$ cat src/mpoc_defs.svh
// register offsets, field positions, reset values and timing counts
`ifndef MPOC_DEFS_SVH
`define MPOC_DEFS_SVH

// ---------------------------------------------------------------
// register byte offsets
// ---------------------------------------------------------------
`define MPOC_CFG_OFS 12'h000
`define MPOC_SMIMSK2_OFS 12'h004
`define MPOC_NMIMSK2_OFS 12'h008
`define MPOC_STAT_OFS 12'h00c
`define MPOC_IMSK_OFS 12'h010
`define MPOC_VID_OFS 12'h014
`define MPOC_CTRL_OFS 12'h018

// ---------------------------------------------------------------
// field positions
// ---------------------------------------------------------------
`define MPOC_CFG_SMI_EN 1
`define MPOC_CFG_HINT_EN 2
`define MPOC_CFG_NMI_MODE 5
`define MPOC_SMIMSK_CHAIN 6
`define MPOC_SMIMSK_RESET 7
`define MPOC_NMIMSK_CHASSIS 7
`define MPOC_CTRL_PWR 0
`define MPOC_CTRL_TREE 1
`define MPOC_CTRL_HREQ 2
`define MPOC_CTRL_SREQ 3
`define MPOC_ST_BTI 0
`define MPOC_ST_CHAIN 1
`define MPOC_ST_CHASSIS 2
`define MPOC_ST_RSTDONE 3

// ---------------------------------------------------------------
// reset values and timing
// ---------------------------------------------------------------
`define MPOC_CFG_RST 8'h00
`define MPOC_PULSE_MS 20
`define MPOC_CLK_HZ 20000000

`endif

$ cat src/mpoc_pkg.sv
// types shared by the pin output control block
package mpoc_pkg;
    // pulse sequencer states, one-hot
    typedef enum logic [1:0] {
        MPOC_IDLE = 2'b01,
        MPOC_PULSE = 2'b10
    } mpoc_pulse_t;
endpackage : mpoc_pkg

$ cat src/mpoc_top.sv
// pin-level output control of the hardware monitor, APB register slave
//
// Operation
// - config bit 5 picks non-maskable or request mode for host interrupt
// - host interrupt pin driven only while config bit 2 is one
// - after reset host interrupt pin is disabled and in request mode
// - non-maskable mode drives open-source, request mode drives open-drain
// - management interrupt open-drain, driven only when config bit 1 set
// - master reset pulled low open-drain for at least 20 ms
// - master reset pulse only once mask-2 bit 7 enables it
// - voltage-id pin four is input, or tree output in test mode
// - lower four voltage-id inputs readable by software
// - board over-temperature input is an interrupt source
// - software controls active-low open-drain power-switch drive output
// - chained interrupt passes to management output via mask bit 6, bit 1
// - chassis high latched; mask bit 7 drives line low 20 ms to clear
//
// Local design decisions: the APB slave port and the placing of the registers.
`include "mpoc_defs.svh"

module mpoc_top #(
    parameter int PULSE_CYC = (`MPOC_CLK_HZ / 1000) * `MPOC_PULSE_MS
) (
    // clock and reset
    input wire logic SYS_CLK_I,
    input wire logic RST_N_I,
    // apb slave
    input wire logic PSEL_I,
    input wire logic PENABLE_I,
    input wire logic PWRITE_I,
    input wire logic [11:0] PADDR_I,
    input wire logic [31:0] PWDATA_I,
    output logic [31:0] PRDATA_O,
    output logic PREADY_O,
    output logic PSLVERR_O,
    // isa decode inputs
    input wire logic [2:0] LOW_ADDRESS_BITS_I,
    input wire logic CS_N_I,
    // monitor inputs
    input wire logic [3:0] VOLTAGE_ID_INPUTS_I,
    input wire logic BOARD_OVERTEMP_INPUT_N_I,
    input wire logic CHAINED_MGMT_INTERRUPT_INPUT_N_I,
    input wire logic CONNECTIVITY_TREE_OUTPUT_I,
    // host interrupt pin: level driven plus enable, low enable drives
    output logic HOST_INT_O,
    output logic HOST_INT_OE_N_O,
    // management interrupt, open drain (output always low when driven)
    output logic MANAGEMENT_INTERRUPT_OUTPUT_O,
    output logic MANAGEMENT_INTERRUPT_OUTPUT_OE_N_O,
    // master reset, open drain
    output logic MASTER_RESET_O,
    output logic MASTER_RESET_OE_N_O,
    // power switch drive, open drain active low
    output logic POWER_SWITCH_O,
    output logic POWER_SWITCH_OE_N_O,
    // voltage id four / tree output, two-way
    input wire logic VOLTAGE_ID4_OR_TREE_OUTPUT_I,
    output logic VOLTAGE_ID4_OR_TREE_OUTPUT_O,
    output logic VOLTAGE_ID4_OR_TREE_OUTPUT_OE_N_O,
    // chassis intrusion line, open drain clear
    input wire logic CHASSIS_I,
    output logic CHASSIS_O,
    output logic CHASSIS_OE_N_O,
    // level interrupt to the local cpu
    output logic IRQ_O
);

    // ---------------------------------------------------------------
    // registers and wires
    // ---------------------------------------------------------------
    logic [7:0] cfg_q;
    logic [7:0] smimsk_q;
    logic [7:0] nmimsk_q;
    logic [3:0] ctrl_q;
    logic [3:0] stat_q;
    logic [3:0] imsk_q;
    logic chassis_q;
    logic [2:0] addr_q;
    logic cs_q;
    logic [31:0] rd_d;
    logic hit_d;
    logic wr_en;
    logic rd_en;
    logic rst_done_ev;
    logic chs_done_ev;
    logic hint_cause;
    logic smi_cause;
    mpoc_pkg::mpoc_pulse_t rst_st_q;
    mpoc_pkg::mpoc_pulse_t chs_st_q;
    logic [31:0] rst_cnt_q;
    logic [31:0] chs_cnt_q;

    // ---------------------------------------------------------------
    // helpers
    // ---------------------------------------------------------------
    // offset match used by both read and write decode
    function automatic logic ofs_is(input logic [11:0] a,
                                    input logic [11:0] o);
        ofs_is = (a == o);
    endfunction : ofs_is

    // one access cycle: no wait states, slave is always ready
    assign wr_en = PSEL_I & PENABLE_I & PWRITE_I;
    assign rd_en = PSEL_I & PENABLE_I & ~PWRITE_I;

    // ---------------------------------------------------------------
    // register writes
    // ---------------------------------------------------------------
    // configuration: reset leaves host pin off and in request mode
    always_ff @(posedge SYS_CLK_I)
    begin
        if (!RST_N_I)
            cfg_q <= `MPOC_CFG_RST;
        else if (wr_en && ofs_is(PADDR_I, `MPOC_CFG_OFS))
            cfg_q <= PWDATA_I[7:0];
    end

    // mask registers and control bits
    always_ff @(posedge SYS_CLK_I)
    begin
        if (!RST_N_I)
        begin
            smimsk_q <= 8'h00;
            nmimsk_q <= 8'h00;
            ctrl_q <= 4'h0;
            imsk_q <= 4'h0;
        end
        else if (wr_en)
        begin
            if (ofs_is(PADDR_I, `MPOC_SMIMSK2_OFS))
                smimsk_q <= PWDATA_I[7:0];
            if (ofs_is(PADDR_I, `MPOC_NMIMSK2_OFS))
                nmimsk_q <= PWDATA_I[7:0];
            if (ofs_is(PADDR_I, `MPOC_CTRL_OFS))
                ctrl_q <= PWDATA_I[3:0];
            if (ofs_is(PADDR_I, `MPOC_IMSK_OFS))
                imsk_q <= PWDATA_I[3:0];
        end
    end

    // ---------------------------------------------------------------
    // isa decode inputs, captured for software visibility only
    // ---------------------------------------------------------------
    // address bit zero lands in bit zero
    always_ff @(posedge SYS_CLK_I)
    begin
        if (!RST_N_I)
        begin
            addr_q <= 3'h0;
            cs_q <= 1'b1;
        end
        else
        begin
            addr_q <= LOW_ADDRESS_BITS_I;
            cs_q <= CS_N_I;
        end
    end

    // ---------------------------------------------------------------
    // master reset pulse sequencer
    // ---------------------------------------------------------------
    // pulse starts only on a request with mask-2 bit 7 enabled
    // low for the full 20 ms count, cannot be cut short
    always_ff @(posedge SYS_CLK_I)
    begin
        if (!RST_N_I)
        begin
            rst_st_q <= mpoc_pkg::MPOC_IDLE;
            rst_cnt_q <= 32'h0;
        end
        else
        begin
            case (rst_st_q)
                mpoc_pkg::MPOC_IDLE:
                    if (ctrl_q[`MPOC_CTRL_SREQ] &&
                        smimsk_q[`MPOC_SMIMSK_RESET])
                    begin
                        rst_st_q <= mpoc_pkg::MPOC_PULSE;
                        rst_cnt_q <= 32'(PULSE_CYC - 1);
                    end
                mpoc_pkg::MPOC_PULSE:
                    if (rst_cnt_q == 32'h0)
                        rst_st_q <= mpoc_pkg::MPOC_IDLE;
                    else
                        rst_cnt_q <= rst_cnt_q - 32'h1;
                default:
                    rst_st_q <= mpoc_pkg::MPOC_IDLE;
            endcase
        end
    end
    assign rst_done_ev = (rst_st_q == mpoc_pkg::MPOC_PULSE) &&
                         (rst_cnt_q == 32'h0);

    // ---------------------------------------------------------------
    // chassis intrusion clear sequencer
    // ---------------------------------------------------------------
    // mask-2 bit 7 drives the line low for the 20 ms count
    always_ff @(posedge SYS_CLK_I)
    begin
        if (!RST_N_I)
        begin
            chs_st_q <= mpoc_pkg::MPOC_IDLE;
            chs_cnt_q <= 32'h0;
        end
        else
        begin
            case (chs_st_q)
                mpoc_pkg::MPOC_IDLE:
                    if (nmimsk_q[`MPOC_NMIMSK_CHASSIS])
                    begin
                        chs_st_q <= mpoc_pkg::MPOC_PULSE;
                        chs_cnt_q <= 32'(PULSE_CYC - 1);
                    end
                mpoc_pkg::MPOC_PULSE:
                    if (chs_cnt_q == 32'h0)
                        chs_st_q <= mpoc_pkg::MPOC_IDLE;
                    else
                        chs_cnt_q <= chs_cnt_q - 32'h1;
                default:
                    chs_st_q <= mpoc_pkg::MPOC_IDLE;
            endcase
        end
    end
    assign chs_done_ev = (chs_st_q == mpoc_pkg::MPOC_PULSE) &&
                         (chs_cnt_q == 32'h0);

    // chassis latch: a high level sticks until the clear pulse ends
    // a high level is ignored while the clear pulse runs, so the clear always wins
    always_ff @(posedge SYS_CLK_I)
    begin
        if (!RST_N_I)
            chassis_q <= 1'b0;
        else if (CHASSIS_I && chs_st_q != mpoc_pkg::MPOC_PULSE)
            chassis_q <= 1'b1;
        else if (chs_done_ev)
            chassis_q <= 1'b0;
    end

    // ---------------------------------------------------------------
    // sticky event status, cleared by reading it
    // ---------------------------------------------------------------
    // over-temperature low level is an interrupt source
    // set beats the read clear, but an event seen only in the setup cycle is cleared unread
    always_ff @(posedge SYS_CLK_I)
    begin
        if (!RST_N_I)
            stat_q <= 4'h0;
        else
        begin
            if (rd_en && ofs_is(PADDR_I, `MPOC_STAT_OFS))
                stat_q <= 4'h0;
            if (!BOARD_OVERTEMP_INPUT_N_I)
                stat_q[`MPOC_ST_BTI] <= 1'b1;
            if (!CHAINED_MGMT_INTERRUPT_INPUT_N_I)
                stat_q[`MPOC_ST_CHAIN] <= 1'b1;
            if (CHASSIS_I && chs_st_q != mpoc_pkg::MPOC_PULSE)
                stat_q[`MPOC_ST_CHASSIS] <= 1'b1;
            if (rst_done_ev)
                stat_q[`MPOC_ST_RSTDONE] <= 1'b1;
        end
    end

    // ---------------------------------------------------------------
    // read mux
    // ---------------------------------------------------------------
    always_comb
    begin
        rd_d = 32'h0;
        hit_d = 1'b1;
        case (PADDR_I)
            `MPOC_CFG_OFS: rd_d[7:0] = cfg_q;
            `MPOC_SMIMSK2_OFS: rd_d[7:0] = smimsk_q;
            `MPOC_NMIMSK2_OFS: rd_d[7:0] = nmimsk_q;
            `MPOC_STAT_OFS: rd_d[3:0] = stat_q;
            `MPOC_IMSK_OFS: rd_d[3:0] = imsk_q;
            // voltage-id levels, pin four, decode inputs, chassis
            `MPOC_VID_OFS: rd_d[9:0] = {chassis_q, cs_q, addr_q,
                                        VOLTAGE_ID4_OR_TREE_OUTPUT_I,
                                        VOLTAGE_ID_INPUTS_I};
            `MPOC_CTRL_OFS: rd_d[3:0] = ctrl_q;
            default: hit_d = 1'b0;
        endcase
    end

    // apb answer registered; unmapped address gives pslverr
    always_ff @(posedge SYS_CLK_I)
    begin
        if (!RST_N_I)
        begin
            PRDATA_O <= 32'h0;
            PREADY_O <= 1'b0;
            PSLVERR_O <= 1'b0;
        end
        else
        begin
            PREADY_O <= PSEL_I & ~PENABLE_I;
            PSLVERR_O <= PSEL_I & ~PENABLE_I & ~hit_d;
            PRDATA_O <= (PSEL_I & ~PENABLE_I & ~PWRITE_I) ? rd_d : 32'h0;
        end
    end

    // ---------------------------------------------------------------
    // interrupt causes
    // ---------------------------------------------------------------
    // chained input gated by mask bit 6
    assign smi_cause = ctrl_q[`MPOC_CTRL_SREQ] |
                       (~CHAINED_MGMT_INTERRUPT_INPUT_N_I &
                        smimsk_q[`MPOC_SMIMSK_CHAIN]) |
                       ~BOARD_OVERTEMP_INPUT_N_I;
    assign hint_cause = ctrl_q[`MPOC_CTRL_HREQ] | chassis_q;

    // ---------------------------------------------------------------
    // pin drivers, all from flip-flops
    // ---------------------------------------------------------------
    always_ff @(posedge SYS_CLK_I)
    begin
        if (!RST_N_I)
        begin
            HOST_INT_O <= 1'b0;
            HOST_INT_OE_N_O <= 1'b1;
            MANAGEMENT_INTERRUPT_OUTPUT_O <= 1'b0;
            MANAGEMENT_INTERRUPT_OUTPUT_OE_N_O <= 1'b1;
        end
        else
        begin
            // mode bit 5; source drives high, drain drives low
            HOST_INT_O <= cfg_q[`MPOC_CFG_NMI_MODE];
            HOST_INT_OE_N_O <= ~(cfg_q[`MPOC_CFG_HINT_EN] & hint_cause);
            MANAGEMENT_INTERRUPT_OUTPUT_O <= 1'b0;
            // enabled only by config bit 1
            MANAGEMENT_INTERRUPT_OUTPUT_OE_N_O <=
                ~(cfg_q[`MPOC_CFG_SMI_EN] & smi_cause);
        end
    end

    // open-drain reset, power switch and chassis clear, totem-pole test pin
    always_ff @(posedge SYS_CLK_I)
    begin
        if (!RST_N_I)
        begin
            MASTER_RESET_O <= 1'b0;
            MASTER_RESET_OE_N_O <= 1'b1;
            POWER_SWITCH_O <= 1'b0;
            POWER_SWITCH_OE_N_O <= 1'b1;
            CHASSIS_O <= 1'b0;
            CHASSIS_OE_N_O <= 1'b1;
            VOLTAGE_ID4_OR_TREE_OUTPUT_O <= 1'b0;
            VOLTAGE_ID4_OR_TREE_OUTPUT_OE_N_O <= 1'b1;
            IRQ_O <= 1'b0;
        end
        else
        begin
            MASTER_RESET_O <= 1'b0;
            // pulled low during the pulse only
            MASTER_RESET_OE_N_O <= ~(rst_st_q == mpoc_pkg::MPOC_PULSE);
            POWER_SWITCH_O <= 1'b0;
            // software bit pulls the switch low
            POWER_SWITCH_OE_N_O <= ~ctrl_q[`MPOC_CTRL_PWR];
            CHASSIS_O <= 1'b0;
            // clear pulse on the intrusion line
            CHASSIS_OE_N_O <= ~(chs_st_q == mpoc_pkg::MPOC_PULSE);
            // totem-pole tree output only in test mode
            VOLTAGE_ID4_OR_TREE_OUTPUT_O <= CONNECTIVITY_TREE_OUTPUT_I;
            VOLTAGE_ID4_OR_TREE_OUTPUT_OE_N_O <= ~ctrl_q[`MPOC_CTRL_TREE];
            IRQ_O <= |(stat_q & imsk_q);
        end
    end
endmodule : mpoc_top

$ cat config.mk
export PLATFORM = sky130hd
export DESIGN_NAME = mpoc_top
export DESIGN_NICKNAME = d
export VERILOG_FILES = /design/src/mpoc_pkg.sv /design/src/mpoc_top.sv
export VERILOG_INCLUDE_DIRS = /design/src
export SDC_FILE = /design/constraint.sdc
export NUM_CORES = 1
export LEC_CHECK = 0
export BUFFER_PORTS_ARGS = -buffer_cell sky130_fd_sc_hd__buf_2
export CAP_MARGIN = 40
export CORE_MARGIN = 2
export CORE_UTILIZATION = 35
export DETAILED_ROUTE_END_ITERATION = 7
export SYNTH_ARGS = -nofsm -noshare
export SYNTH_HDL_FRONTEND = slang
export SYNTH_SLANG_ARGS = --single-unit
$ cat constraint.sdc
create_clock -name SYS_CLK_I -period 4.8 [get_ports SYS_CLK_I]
set_input_delay 1.44 -clock SYS_CLK_I [delete_from_list [all_inputs] [get_ports SYS_CLK_I]]
set_output_delay 1.44 -clock SYS_CLK_I [all_outputs]
set_load 0.05 [all_outputs]
**After elaboration in Yosys (flattened, before gate mapping)**

Index checks and enable logic that the tools add are counted.

- Register bits after elaboration: 152
- Output and inout bits: 47

- Add/subtract/negate cells: 2
- Eq/ne operators: 19
- Mux-type cells: 22
- Bitwise logic cells: 24
- Reductions and logical operators: 26

Operator list:

| kind | number |
|---|---|
| 32-bit 2-to-1 mux | 4 |
| 32-bit one-hot mux with 2 select lines | 2 |
| 32-bit zero test | 2 |
| 32-bit by 1-bit subtractor with 32-bit output, second input constant | 2 |
| 12-bit by 5-bit equality test with 1-bit output, second input constant | 3 |
| 4-bit one-hot mux with 7 select lines | 1 |
| 12-bit by 4-bit equality test with 1-bit output, second input constant | 2 |
| 4-bit one-hot mux with 4 select lines | 1 |
| 2-bit != test, second input constant | 7 |
| 2-bit AND reduction | 7 |
| 12-bit by 3-bit equality test with 1-bit output, second input constant | 1 |
| 12-bit zero test | 1 |
| 1-bit NOT | 11 |
| 2-bit nonzero test | 5 |
| 1-bit bitwise AND | 9 |
| 3-bit AND reduction | 3 |
| 2-bit 2-to-1 mux | 4 |
| 2-bit one-hot mux with 2 select lines | 2 |
| 1-bit 2-to-1 mux | 7 |
| 7-bit OR reduction | 1 |
| 1-bit logical AND | 6 |
| 4-bit bitwise AND | 1 |
| 2-bit by 1-bit equality test with 1-bit output, second input constant | 2 |
| 2-bit equality test, second input constant | 2 |
| 4 further kinds | 7 |

**Longest topological paths before layout**

- Depth after elaboration: 6
- Depth in mapped cells: 9

**Worst setup path before layout**

Ideal clock, no wire load.

- Path type: in2reg
- Start: input port PADDR_I[7]
- End: register cfg_q[0]
- Data arrival time: 3.151 ns
- Setup slack: 1.521 ns
- Stages: 6
- Buffers on the path: 1
- Cell sequence: nor4_1 > nand3_1 > clkbuf_1 > nor4_2 > mux2i_1 > nor2_1

- Longest elaborated chain between the ends: 2

RTL lines:

| item | RTL line | text |
|---|---|---|
| start: declaration | mpoc_top.sv:31 | `input wire logic [11:0] PADDR_I,` |
| 12-bit zero test | mpoc_top.sv:99 | `ofs_is = (a == o);` |
| 1-bit logical AND | mpoc_top.sv:114 | `` else if (wr_en && ofs_is(PADDR_I, `MPOC_CFG_OFS)) `` |
| end signal: assignment | mpoc_top.sv:113 | `` cfg_q <= `MPOC_CFG_RST; `` |
| end signal: assignment | mpoc_top.sv:115 | `cfg_q <= PWDATA_I[7:0];` |
| end: declaration | mpoc_top.sv:71 | `logic [7:0] cfg_q;` |

No other way between the ends.
A chain may end at the register's enable or synchronous reset.

**Worst setup path in the final report**

- Start: input port PADDR_I[7]
- End: register ctrl_q[3]

- Longest elaborated chain between the ends: 2

RTL lines:

| item | RTL line | text |
|---|---|---|
| 12-bit by 5-bit equality test with 1-bit output | mpoc_top.sv:99 |  |
| 2-bit AND reduction (no source line) | n/a |  |
| end signal: assignment | mpoc_top.sv:135 | `ctrl_q <= PWDATA_I[3:0];` |
| end: declaration | mpoc_top.sv:74 | `logic [3:0] ctrl_q;` |

No other way between the ends.

==> results.ini <==
[grt]
grt_use_total_pct = 15.9
grtUsageMet2_pct = 24.0
grt_max_degree = 44
grt_pass1_wl_um = 23300
grt_pass1_vias = 4636
globalRouteMet3Util_pct = 3.52
grt_overflow = 0
top_usage_layer = met2
grtUsageMet1_pct = 22.0
antenna_found_initial = 0

[power]
power-per-cell-area_nw_per_um2 = 370
power_frac_comb_pct = 4.6
seqPwrFrac_pct = 41.3
finalPower_mw = 2.63
peakVddDrop_uv = 254
switchingPower_mw = 0.574
pwr-share-clk_pct = 54.1
p_sw_share_pct = 21.8
intPower_mw = 2.06
total_leakage_power_nw = 2.73

[timing]
min_period_ps = 3200
maxSlewViolCount = 0
fmax_mhz = 313
slew_headroom_pct = 38.5
finalSetupTns_ps = 0
post-route-period-util_pct = 66.6
fin_hold_ws_ps = 425
setup_viol = 0
rsz0062_at_grt = no
tightest_slew_ps = 920
finalHoldViolCount = 0
clock_skew_ps = 6.45
setup_slack_ps = 1600

[route]
drt_iter0_drc = 363
wire_per_inst_um = 14.6
antenna_left = 0
drc = 0
vias = 5122
dr.pass1.iters = 4
wl_um = 14000
viasPerCell = 5.34

[synth]
synth_top_area_share_pct = 43.1
synth_area_leaders = dfxtp_1, mux2i_1, a21oi_1
synth_cells = 672
avgSynthCellArea_um2 = 8.99
yosysMostFrequentCell = dfxtp_1
synth_edf_count = 0
synth_area_um2 = 6040
synthArstFlopShare_pct = 0
synth-warning-count = 0
synth_flop_cell = dfxtp_1
synthDistinctLibCells = 63
yosys-top-cells-count = dfxtp_1, nor2_1, a21oi_1
yosysTopAreaCell = dfxtp_1
ys_seq_area_share_pct = 43.1
ys_ff_latch = 130

[floorplanning]
die_area_um2 = 18300
coreArea_um2 = 17100
fp.dieH_um = 135
num_rows = 48
die_w_um = 135
io_pins = 109
initial_core_util_pct = 35.3

[worst_setup_path]
r2r_end = chs_cnt_q[4]$_SDFFE_PN0P_
ff2ff_setup_slack_ps = 1840
end_kind = register
rr_startpoint = chs_cnt_q[12]$_SDFFE_PN0P_
worstRegToRegCells = 5
cp.required_ps = 5090
crit_arrival_ps = 3490
crit_fanout = 11
critical_path_class = in2reg
worstSetupStartpointType = input port

[placed_design]
dp_slack_ps = 1230
dp_hpwl_um = 9240
io_buffers = 58
place_inst = 928
place.gp.congestion = 0.748

[status]
outcome = finished clean

[hold_path]
hold_path_class = reg2reg
hold_path.startpoint = ctrl_q[0]$_SDFFE_PN0P_
whs_path_depth = 1
min_to = POWER_SWITCH_OE_N_O$_SDFF_PN1_

[final_layout]
fillers = 1724
final_nets = 786
drive_gt1_share_pct = 16.6
antennaDiodeCount = 0
final_cells = 960
syn_to_final_growth_pct = 17.6

[clocking]
numCtsBuffers = 17
clk_path_buf_depth = 2
cts-resized-gates = 0
cts_tree = built
cts.clk_slew.worst_paths_ps = 60
root_buffer = clkbuf_16
post-cts-setup-buffer-count = 0
htree_levels = 4
ctsHoldBuffers = 0
clock_latency_ps = 420
cts.sinks = 130

[job]
drv_cap = 0

[logic make-up after synthesis]
| family | Yosys count | share of synthesized area, % |
|---|---|---|
| AO/OA/AOI/OAI | 161 | 18.1 |
| XOR/XNOR | 11 | 1.59 |
| adder cells (fa/ha/maj) | 2 | 0.414 |
| buffers and inverters | 73 | 6.21 |
| flip-flops | 130 | 43.1 |
| multiplexers | 43 | 7.18 |
| other | 1 | 0.0621 |
| AND/OR/NAND/NOR | 251 | 23.4 |
[layout by cell type, fill, tap and decap left out, types with 6 or more instances in the layout]
cell / instances
a22oi_1: 6
nor2b_1: 6
o31ai_1: 21
a21oi_1: 50
nand2_1: 29
nor2_1: 62
inv_1: 11
and2_1: 7
buf_4: 9
a211oi_1: 8
a31oi_1: 11
clkbuf_16: 17
or4_1: 27
xor2_1: 6
mux2i_1: 40
or2_2: 10
conb_1: 26
o21ai_0: 19
nor3_1: 18
a221oi_1: 6
nor4_1: 12
buf_2: 58
nand3_1: 12
dfxtp_1: 130
or3_1: 33
[state kept, by name, indices dropped and copies added, names as in the netlist, 2 cells and up]
name,cells
PRDATA_O,10
addr_q,3
cfg_q,8
chs_cnt_q,32
chs_st_q,2
ctrl_q,4
imsk_q,4
nmimsk_q,8
rst_cnt_q,32
rst_st_q,2
smimsk_q,8
stat_q,4
[through the flow]
| step | instance area (µm²) | utilization (%) |
|---|---|---|
| detailed placement | 6460 | 37.7 |
| global route | 7100 | 41.5 |
| floorplan | 6140 | - |
| global placement | 6450 | 37.7 |
| finish | 7100 | 41.5 |
| CTS | 7100 | 41.5 |
[cell type report]
class,instances,area (µm²),area share (%)
Clock buffer,23,468,6.59
Inverter,12,45.0,0.634
Clock inverter,9,178,2.50
Sequential cell,130,2600,36.6
Multi-Input combinational cell,494,3170,44.6
Timing Repair Buffer,67,358,5.04
Tap cell,225,282,3.96
[worst max path at each step]
stage | slack, ps | endpoint | startpoint
after floorplan | 1520 | cfg_q[0]$_SDFFE_PN0P_ | PADDR_I[7]
after global placement | 1230 | ctrl_q[0]$_SDFFE_PN0P_ | PADDR_I[7]
after detailed placement | 1230 | ctrl_q[1]$_SDFFE_PN0P_ | PADDR_I[7]
after CTS | 1670 | ctrl_q[0]$_SDFFE_PN0P_ | PADDR_I[7]
after global routing | 1470 | ctrl_q[3]$_SDFFE_PN0P_ | PADDR_I[7]
final | 1600 | ctrl_q[3]$_SDFFE_PN0P_ | PADDR_I[7]
[power by group through the flow]
| stage | combinational, mW | clock (mW) | sequential [mW] |
|---|---|---|---|
| detailed placement | 0.120 | 0 | 1.11 |
| CTS | 0.120 | 1.45 | 1.09 |
| floorplan | 0.0992 | 0 | 1.11 |
| global route | 0.129 | 1.50 | 1.09 |
| finish | 0.120 | 1.42 | 1.09 |
| global placement | 0.120 | 0 | 1.11 |
[worst max-delay path, cell delays in order]
cell and delay [ps]:
buf_2 100, nor4_1 350, nand3_1 430, nor3b_1 850, mux2i_1 260, nor2_1 50
[metal layers]
| metal | wire length (µm) | vias up |
|---|---|---|
| met5 | 0 | - |
| met4 | 168 | 0 |
| met3 | 626 | 14 |
| met2 | 6110 | 123 |
| met1 | 7100 | 2403 |
| li1 | - | 2582 |
Note: power is estimated with default switching activity, not from simulation.
